**config.mk**
```make
export PLATFORM = sky130hd
export DESIGN_NAME = mtc_top
export DESIGN_NICKNAME = d
export VERILOG_FILES = /design/src/mtc_pkg.sv /design/src/mtc_top.sv
export SDC_FILE = /design/constraint.sdc
export NUM_CORES = 1
export LEC_CHECK = 0
export BUFFER_PORTS_ARGS = -buffer_cell sky130_fd_sc_hd__clkbuf_2
export CAP_MARGIN = 20
export CORE_ASPECT_RATIO = 0.5
export CORE_UTILIZATION = 45
export CTS_CLUSTER_DIAMETER = 200
export DETAILED_ROUTE_END_ITERATION = 8
export GPL_ROUTABILITY_DRIVEN = 0
export GPL_TIMING_DRIVEN = 1
export PLACE_DENSITY = 0.66
export REMOVE_ABC_BUFFERS = 1
export SYNTH_ARGS = -nofsm -noshare
export SYNTH_HDL_FRONTEND = slang
export SYNTH_SLANG_ARGS = --single-unit
```
**constraint.sdc**
```tcl
create_clock -name REF_CLK -period 2.56 [get_ports REF_CLK]
set_clock_uncertainty 0.1 [all_clocks]
set_input_delay 0 -clock REF_CLK [delete_from_list [all_inputs] [get_ports REF_CLK]]
set_output_delay 0 -clock REF_CLK [all_outputs]
set_load 0.02 [all_outputs]
```
**src/mtc_pkg.sv**
```systemverilog
// Purpose: shared constants and types for the measurement trigger control block
// Assumes: 200 MHz REF_CLK, plain register port with 8-bit byte addresses
// Notes: limits are signed counts; scale follows the active range outside
package mtc_pkg;

    localparam int CLK_MHZ = 200;

    // register byte offsets
    localparam logic [7:0] OFS_CTRL = 8'h00;
    localparam logic [7:0] OFS_STORAGE_INTERVAL = 8'h04;
    localparam logic [7:0] OFS_STORE_BUFFER_SIZE = 8'h08;
    localparam logic [7:0] OFS_LIMIT_LO = 8'h0C;
    localparam logic [7:0] OFS_LIMIT_HI = 8'h10;
    localparam logic [7:0] OFS_PROG = 8'h14;
    localparam logic [7:0] OFS_SETUP = 8'h18;
    localparam logic [7:0] OFS_STATUS = 8'h1C;
    localparam logic [7:0] OFS_ERROR = 8'h20;
    localparam logic [7:0] OFS_REMOTE = 8'h24;
    localparam logic [7:0] OFS_READING = 8'h28;

    // field positions
    localparam int CTRL_EXT_BIT = 0;
    localparam int CTRL_ONE_BIT = 1;
    localparam int CTRL_STORE_BIT = 2;
    localparam int SETUP_FREQ_BIT = 5;
    localparam int REMOTE_SAVE_BIT = 0;
    localparam int REMOTE_SRQ_CLR_BIT = 1;

    // front panel program numbers
    localparam logic [5:0] PROG_SAVE = 6'h1E;
    localparam logic [5:0] PROG_LIMITS = 6'h23;
    localparam logic [5:0] PROG_CAL = 6'h24;
    localparam logic [5:0] PROG_RESET = 6'h25;
    localparam logic [5:0] PROG_INIT = 6'h26;

    // 3029999 counts
    localparam logic signed [31:0] LIMIT_MAX = 32'sh002E3BEF;
    // error 260
    localparam logic [15:0] ERR_CAL_LOCKED = 16'h0104;

    // timing
    localparam int RC_PULSE_NS = 1000;
    localparam logic [15:0] RC_PULSE_CYC = 16'((RC_PULSE_NS * CLK_MHZ + 999) / 1000);
    localparam int CONV_PERIOD_US = 100;

    typedef struct packed {
        logic ext_src;
        logic one_shot;
        logic store_en;
        logic [15:0] storage_interval;
        logic [15:0] store_buffer_size;
        logic signed [31:0] lim_lo;
        logic signed [31:0] lim_hi;
        logic [4:0] bus_addr;
        logic line_50hz;
    } mtc_settings_t;

    localparam mtc_settings_t FACTORY = '{
        ext_src: 1'b0,
        one_shot: 1'b0,
        store_en: 1'b0,
        storage_interval: 16'h0000,
        store_buffer_size: 16'h0100,
        lim_lo: -LIMIT_MAX,
        lim_hi: LIMIT_MAX,
        bus_addr: 5'h10,
        line_50hz: 1'b0
    };

    typedef struct packed {
        logic [7:0] addr;
        logic [31:0] wdata;
        logic we;
        logic re;
    } mtc_bus_req_t;

    typedef struct packed {
        logic stb;
        logic enter;
        logic signed [31:0] value;
    } mtc_key_t;

    typedef struct packed {
        logic we;
        logic [15:0] addr;
        logic [31:0] data;
    } mtc_store_wr_t;

    typedef enum logic [0:0] {T_IDLE, T_CONV} mtc_trig_st_t;
    typedef enum logic [1:0] {P_IDLE, P_LO, P_HI, P_CONFIRM} mtc_prog_st_t;
    typedef enum logic [1:0] {A_SAVE, A_RESET, A_INIT} mtc_action_t;

endpackage

```
**src/mtc_top.sv**
```systemverilog
// Purpose: reading trigger, data store feed, reading-complete pulse and front panel programs
// Assumes: conversion engine outside answers CONV_START with CONV_DONE; keys come from the same clock
// Notes: power-up settings live in flip-flops, so a save lasts until RST_N
`timescale 1ns/1ps
module mtc_top #(
    parameter int CONV_PERIOD_CYC = mtc_pkg::CONV_PERIOD_US * mtc_pkg::CLK_MHZ
) (
    input wire logic REF_CLK,
    input wire logic RST_N,
    input wire mtc_pkg::mtc_bus_req_t BUS_REQ,
    output logic [31:0] BUS_RDATA,
    input wire logic EXT_TRIG_N,
    input wire logic CAL_LOCK,
    input wire mtc_pkg::mtc_key_t KEY,
    output logic CONV_START,
    input wire logic CONV_DONE,
    input wire logic [31:0] CONV_DATA,
    output mtc_pkg::mtc_store_wr_t STORE_WR,
    output logic RDG_CMPL_N,
    output logic PON_SRQ
);
    import mtc_pkg::*;

    typedef struct packed {
        mtc_settings_t cur;
        mtc_settings_t pon;
        logic [2:0] trig_sync;
        logic trig_lvl;
        logic [2:0] lock_sync;
        logic lock_lvl;
        mtc_trig_st_t tst;
        mtc_prog_st_t pst;
        mtc_action_t act;
        logic pend;
        logic run;
        logic [31:0] pace;
        logic [15:0] rc_cnt;
        logic rc_low;
        logic storing;
        logic [15:0] skip;
        logic [15:0] scount;
        logic [31:0] reading;
        logic cal_active;
        logic [15:0] err;
        logic srq;
        logic [31:0] rdata;
        logic conv_start;
        mtc_store_wr_t store;
    } mtc_state_t;

    mtc_state_t q;
    mtc_state_t d;

    // limits are judged in counts; scaling to the active range happens outside
    function automatic logic in_range(input logic signed [31:0] v);
        in_range = (v <= LIMIT_MAX) && (v >= -LIMIT_MAX);
    endfunction

    function automatic logic [31:0] read_mux(input mtc_state_t s, input logic [7:0] a);
        logic [31:0] r;
        r = 32'h0000_0000;
        if (a == OFS_CTRL) begin
            r[CTRL_EXT_BIT] = s.cur.ext_src;
            r[CTRL_ONE_BIT] = s.cur.one_shot;
            r[CTRL_STORE_BIT] = s.cur.store_en;
        end else if (a == OFS_STORAGE_INTERVAL) begin
            r[15:0] = s.cur.storage_interval;
        end else if (a == OFS_STORE_BUFFER_SIZE) begin
            r[15:0] = s.cur.store_buffer_size;
        end else if (a == OFS_LIMIT_LO) begin
            r = s.cur.lim_lo;
        end else if (a == OFS_LIMIT_HI) begin
            r = s.cur.lim_hi;
        end else if (a == OFS_SETUP) begin
            r[4:0] = s.cur.bus_addr;
            r[SETUP_FREQ_BIT] = s.cur.line_50hz;
        end else if (a == OFS_STATUS) begin
            r[0] = (s.tst == T_CONV);
            r[1] = s.run;
            r[2] = s.pend;
            r[3] = s.storing;
            r[4] = s.cal_active;
            r[5] = s.srq;
            r[6] = (s.pst != P_IDLE);
            r[7] = s.lock_lvl;
            r[31:16] = s.scount;
        end else if (a == OFS_ERROR) begin
            r[15:0] = s.err;
        end else if (a == OFS_READING) begin
            r = s.reading;
        end
        return r;
    endfunction

    logic trig_fall;
    logic enter_key;
    logic trig_evt;
    logic oneshot_mode;
    logic running;
    logic do_store;

    always_comb begin
        d = q;
        d.conv_start = 1'b0;
        d.store.we = 1'b0;
        d.rdata = 32'h0000_0000;
        do_store = 1'b0;

        // pin synchronisers: a level counts once stages two and three agree
        d.trig_sync = {q.trig_sync[1:0], EXT_TRIG_N};
        d.lock_sync = {q.lock_sync[1:0], CAL_LOCK};
        if (q.trig_sync[1] == q.trig_sync[2]) begin
            d.trig_lvl = q.trig_sync[2];
        end
        if (q.lock_sync[1] == q.lock_sync[2]) begin
            d.lock_lvl = q.lock_sync[2];
        end
        trig_fall = q.trig_lvl && (q.trig_sync[1] == q.trig_sync[2]) && !q.trig_sync[2];

        enter_key = KEY.stb && KEY.enter && (q.pst == P_IDLE);
        trig_evt = q.cur.ext_src && (trig_fall || enter_key);
        oneshot_mode = q.cur.ext_src && q.cur.one_shot;
        running = !q.cur.ext_src || q.run;

        // register writes
        if (BUS_REQ.we) begin
            if (BUS_REQ.addr == OFS_CTRL) begin
                d.cur.ext_src = BUS_REQ.wdata[CTRL_EXT_BIT];
                d.cur.one_shot = BUS_REQ.wdata[CTRL_ONE_BIT];
                d.cur.store_en = BUS_REQ.wdata[CTRL_STORE_BIT];
                d.run = 1'b0;
                d.pend = 1'b0;
                d.storing = 1'b0;
            end else if (BUS_REQ.addr == OFS_STORAGE_INTERVAL) begin
                d.cur.storage_interval = BUS_REQ.wdata[15:0];
            end else if (BUS_REQ.addr == OFS_STORE_BUFFER_SIZE) begin
                d.cur.store_buffer_size = BUS_REQ.wdata[15:0];
                d.scount = 16'h0000;
                d.storing = 1'b0;
            end else if (BUS_REQ.addr == OFS_SETUP) begin
                d.cur.bus_addr = BUS_REQ.wdata[4:0];
                d.cur.line_50hz = BUS_REQ.wdata[SETUP_FREQ_BIT];
            end else if (BUS_REQ.addr == OFS_ERROR) begin
                d.err = 16'h0000;
            end else if (BUS_REQ.addr == OFS_REMOTE) begin
                if (BUS_REQ.wdata[REMOTE_SAVE_BIT]) begin
                    d.pon = q.cur;
                end
                if (BUS_REQ.wdata[REMOTE_SRQ_CLR_BIT]) begin
                    d.srq = 1'b0;
                end
            // a program number written while another program is open is dropped
            end else if (BUS_REQ.addr == OFS_PROG && q.pst == P_IDLE) begin
                d.cal_active = 1'b0;
                case (BUS_REQ.wdata[5:0])
                    PROG_LIMITS: begin
                        d.pst = P_LO;
                    end
                    PROG_CAL: begin
                        if (q.lock_lvl) begin
                            d.cal_active = 1'b1;
                        end else begin
                            d.err = ERR_CAL_LOCKED;
                        end
                    end
                    PROG_SAVE: begin
                        d.pst = P_CONFIRM;
                        d.act = A_SAVE;
                    end
                    PROG_RESET: begin
                        d.pst = P_CONFIRM;
                        d.act = A_RESET;
                    end
                    PROG_INIT: begin
                        d.pst = P_CONFIRM;
                        d.act = A_INIT;
                    end
                    default: begin
                    end
                endcase
            end
        end

        // front panel programs
        case (q.pst)
            P_LO: begin
                if (KEY.stb && KEY.enter) begin
                    d.cur.lim_lo = in_range(KEY.value) ? KEY.value : q.pon.lim_lo;
                    d.pst = P_HI;
                end
            end
            P_HI: begin
                if (KEY.stb && KEY.enter) begin
                    d.cur.lim_hi = in_range(KEY.value) ? KEY.value : q.pon.lim_hi;
                    d.pst = P_IDLE;
                end
            end
            P_CONFIRM: begin
                if (KEY.stb) begin
                    d.pst = P_IDLE;
                    if (KEY.enter) begin
                        case (q.act)
                            A_SAVE: begin
                                d.pon = q.cur;
                            end
                            A_RESET: begin
                                // factory settings, keeping the current bus address and line frequency, also become the power-on state for a later init
                                d.cur = FACTORY;
                                d.cur.bus_addr = q.cur.bus_addr;
                                d.cur.line_50hz = q.cur.line_50hz;
                                d.pon = d.cur;
                                d.run = 1'b0;
                                d.pend = 1'b0;
                                d.storing = 1'b0;
                            end
                            default: begin
                                d.cur = q.pon;
                                d.run = 1'b0;
                                d.pend = 1'b0;
                                d.storing = 1'b0;
                            end
                        endcase
                    end
                end
            end
            default: begin
            end
        endcase

        // conversion pacing
        // the pace counter runs on through a conversion so the rate does not stretch with its length
        if (q.pace != 32'h0000_0000) begin
            d.pace = q.pace - 32'h0000_0001;
        end

        case (q.tst)
            T_IDLE: begin
                if (oneshot_mode ? q.pend : (running && q.pace == 32'h0000_0000)) begin
                    d.conv_start = 1'b1;
                    d.pend = 1'b0;
                    d.pace = 32'(CONV_PERIOD_CYC - 1);
                    d.tst = T_CONV;
                end
            end
            default: begin
                if (CONV_DONE) begin
                    d.reading = CONV_DATA;
                    d.rc_cnt = RC_PULSE_CYC;
                    d.tst = T_IDLE;
                    if (q.cur.store_en && q.scount < q.cur.store_buffer_size) begin
                        if (oneshot_mode) begin
                            do_store = 1'b1;
                        end else if (q.storing) begin
                            if (q.skip == q.cur.storage_interval) begin
                                do_store = 1'b1;
                                d.skip = 16'h0000;
                            end else begin
                                d.skip = q.skip + 16'h0001;
                            end
                        end
                    end
                end
            end
        endcase

        if (do_store) begin
            d.store.we = 1'b1;
            d.store.addr = q.scount;
            d.store.data = CONV_DATA;
            d.scount = q.scount + 16'h0001;
            if (q.scount + 16'h0001 == q.cur.store_buffer_size) begin
                d.storing = 1'b0;
            end
        end

        // trigger events last, so a set wins over a clear in the same cycle
        if (trig_evt) begin
            if (q.cur.one_shot) begin
                d.pend = 1'b1;
            end else begin
                d.run = 1'b1;
                if (q.cur.store_en && !q.storing) begin
                    d.storing = 1'b1;
                    d.skip = q.cur.storage_interval;
                end
            end
        end

        // reading-complete pulse
        // a done inside a running pulse restarts it, so readings closer than the pulse merge
        if (q.rc_cnt != 16'h0000 && !(q.tst == T_CONV && CONV_DONE)) begin
            d.rc_cnt = q.rc_cnt - 16'h0001;
        end
        d.rc_low = (d.rc_cnt != 16'h0000);

        if (BUS_REQ.re) begin
            d.rdata = read_mux(q, BUS_REQ.addr);
        end
    end

    always_ff @(posedge REF_CLK) begin
        if (!RST_N) begin
            q <= '0;
            q.cur <= FACTORY;
            q.pon <= FACTORY;
            q.trig_sync <= 3'h7;
            q.trig_lvl <= 1'b1;
            q.srq <= 1'b1;
        end else begin
            q <= d;
        end
    end

    assign BUS_RDATA = q.rdata;
    assign CONV_START = q.conv_start;
    assign STORE_WR = q.store;
    assign RDG_CMPL_N = ~q.rc_low;
    assign PON_SRQ = q.srq;

endmodule // mtc_top

```
==> qor.txt <==
critical path class = reg2reg
Final WS setup = -0.00800 ns
initial antenna violation count = 3
via count = 18400
Sequential cell area = 8500 um2
Top Ports = 197
FMAX = 389 MHz
Design Area, Final = 23500 um2
P_leak = 8.91 nW
Synth area leaders = dfxtp_1 44%, nand2_1 8.4%, a21oi_1 7.2%, nor2_1 3.4%, buf_4 3.3%
ys async rst share = 0
Seq/Total Area, Yosys = 0.444
DR iter-0 viols = 2213
share of the synthesized area in the top cell type = 0.444
CTS Root Cell = clkbuf_16
share of post-route cells with drive strength above 1 = 0.193
Placed Instances = 2999
detailed-route DRC error count = 0
vias in the first global route = 16900
Final period util = 1.00
hpwl dp = 41300 um
CP required = 2.84 ns
core area = 41100 um2
most frequent cells after synthesis = 429 x nand2_1, 424 x dfxtp_1, 275 x a21oi_1
pwr dens = 680 nW/um2
Initial Util = 0.465
Critical Path, Cell by Cell = inv_1, ha_1, a21oi_1, o21ai_0, nand2_1, nand3_2, buf_6, a221o_4, buf_8, buf_6, nand3_2, a31oi_1
Slew Limit Headroom = 0.371
Port Buffers = 180
Initial DRT Pass Iterations = 7
Worst-Margin Slew = 0.944 ns
max cap viols = 0
Mapped Area = 19100 um2
synthesized flop and latch total = 424
Routed Antenna Nets = 0
Post-Route WL = 63100 um
Final Net Count = 2716
Critical Path Slowest Stage Cell = a221o_4
Vias/cell = 5.80
count of non-filler cells in the finished layout = 3178
synth warn = 0
EDFF count, synth = 0
Synth Instances = 2347
critical path endpoint category = flop
multi-input combinational cell area = 9510 um2
Synth cell types = 79
synth-to-layout area growth = 22.9%
Die ar. = 43300 um2
shortest period the worst path allows = 2.57 ns
largest net degree at the start of global routing = 164
RSZ-0062 raised after global routing = yes
Slew Viols, Final = 0
CP Data Arrival Time = 2.85 ns
CTS tree = done
GRT overflow = 0
die width = 293 um
Site Rows = 52
CP max FO = 6
Worst setup SP type = flop
placed cell area = 20700 um2
clock buffer depth = 3
failing checks = negative setup slack
Die Span Y = 148 um
Skew-Pair Late Insertion Delay = 0.54 ns
status = complete, but fails checks
Main synth FF type = dfxtp_1
CP max stage delay = 0.45 ns
cell taking the most area after synthesis = dfxtp_1
final hold viol count = 0
GRT Overall Usage = 0.281
Clk pin slew, worst setup/hold paths = 0.07 ns
drt wl/cell = 19.8 um
Core Util, Final = 0.571
Max VDD drop = 0.413 mV
# setup viols final = 2
fillers = 3667
CTS sink cnt = 424
CTS H-tree depth = 2
HP Class = in2reg
first-pass GRT wire length = 96400 um
most common cell in the synthesized netlist = nand2_1
average size of a mapped cell = 8.14 um2
Num CTS Buffers = 40
[worst paths after layout]
| kind | endpoint | depth (start not counted) | from | slack [ns] |
|---|---|---|---|---|
| worst max-delay path | q[134] | 12 | q[411] | -0.008 |
| worst min-delay path | q[108] | 5 | CONV_DONE | 0.04 |
| worst max register to register | q[134] | 12 | q[411] | -0.008 |
| worst min register to register | d[228] | 1 | d[227] | 0.32 |
[layout by cell type (no fill, tap or decap), types with 10 or more instances in the layout]
master / n
dfxtp_1: 415
buf_6: 10
a21oi_1: 271
a222oi_1: 16
xnor2_1: 58
and3_1: 14
o21ai_0: 84
nor4_1: 16
nand2_1: 427
buf_4: 147
a22o_1: 37
dlygate4sd3_1: 91
nand3_1: 73
mux2i_1: 10
a22oi_1: 47
nand4_1: 21
a31oi_1: 73
nor3_1: 37
buf_12: 11
ha_1: 15
clkbuf_16: 42
nor2_1: 166
or3_1: 26
inv_1: 25
and2_1: 19
or4_1: 10
xor2_1: 21
o22a_1: 24
clkbuf_2: 180
[area by class of cell]
class,instances,share of cell area
timing repair buffer,442,0.141
clock buffer,57,0.0501
clock inverter,13,0.00634
tap,567,0.0302
sequential,424,0.362
inverter,29,0.00485
antenna,2,0.000213
multi-input combinational,1644,0.405
[kinds of logic after synthesis]
| family | after synthesis | synth area share |
|---|---|---|
| flip-flops | 424 | 0.444 |
| XOR/XNOR | 81 | 0.0371 |
| multiplexers | 10 | 0.00524 |
| AND/OR/NAND/NOR | 901 | 0.217 |
| AO/OA/AOI/OAI | 628 | 0.205 |
| buffers and inverters | 281 | 0.0763 |
| adder cells (fa/ha/maj) | 22 | 0.0144 |
[worst max-delay path: cells and delay by family (launching register included)]
family / cells / cell delay (ns)
compound gates: 4 / 0.86
buf+inv: 4 / 0.50
fa+ha+maj: 1 / 0.32
simple gates: 3 / 0.27
flops: 1 / 0.35
[what timing repair did]
| action | 4_1_cts | 5_1_grt |
|---|---|---|
| gates cloned | 3 | 1 |
| setup buffers | 8 | 5 |
| gates resized for setup | 29 | 45 |
| endpoints found under the hold margin | 198 | 0 |
| pin swaps | 23 | 27 |
| hold buffers | 91 | 0 |
| setup endpoints to repair | 65 | 149 |
[power breakdown]
group          switching, mW  internal [mW]  total, mW  leakage, nW
Sequential             0.254           6.88       7.13         3.43
Combinational           1.55           1.22       2.76         4.82
Clock                   2.57           3.51       6.08        0.658
Total                   4.37           11.6       16.0         8.91
[through the flow]
stage	total power [mW]	hold WS, ns	TNS (ns)	setup WS, ns
global route	16.6	0.0356	-1.10	-0.0846
global placement	9.76	0.104	-4.58	-0.141
detailed placement	9.81	0.103	-5.97	-0.153
CTS	15.9	0.000404	-0.114	-0.0123
finish	16.0	0.0370	-0.0124	-0.00800
floorplan	8.87	-0.0381	-288.05	-3.03
[state kept, by name (all words and copies together) (netlist names)]
name,flops
STORE_WR,49
d,4
q,337
PON_SRQ,1
CONV_START,1
BUS_RDATA,32
[metal layers]
layer  up-vias  track usage  routed length (um)
met5         -            0                   9
met4         2       0.0682                1380
li1       8675            -                   -
met2       834        0.450               28600
met1      8789        0.383               27100
met3       138       0.0627                5990
Note: power is estimated with default switching activity, not from simulation.
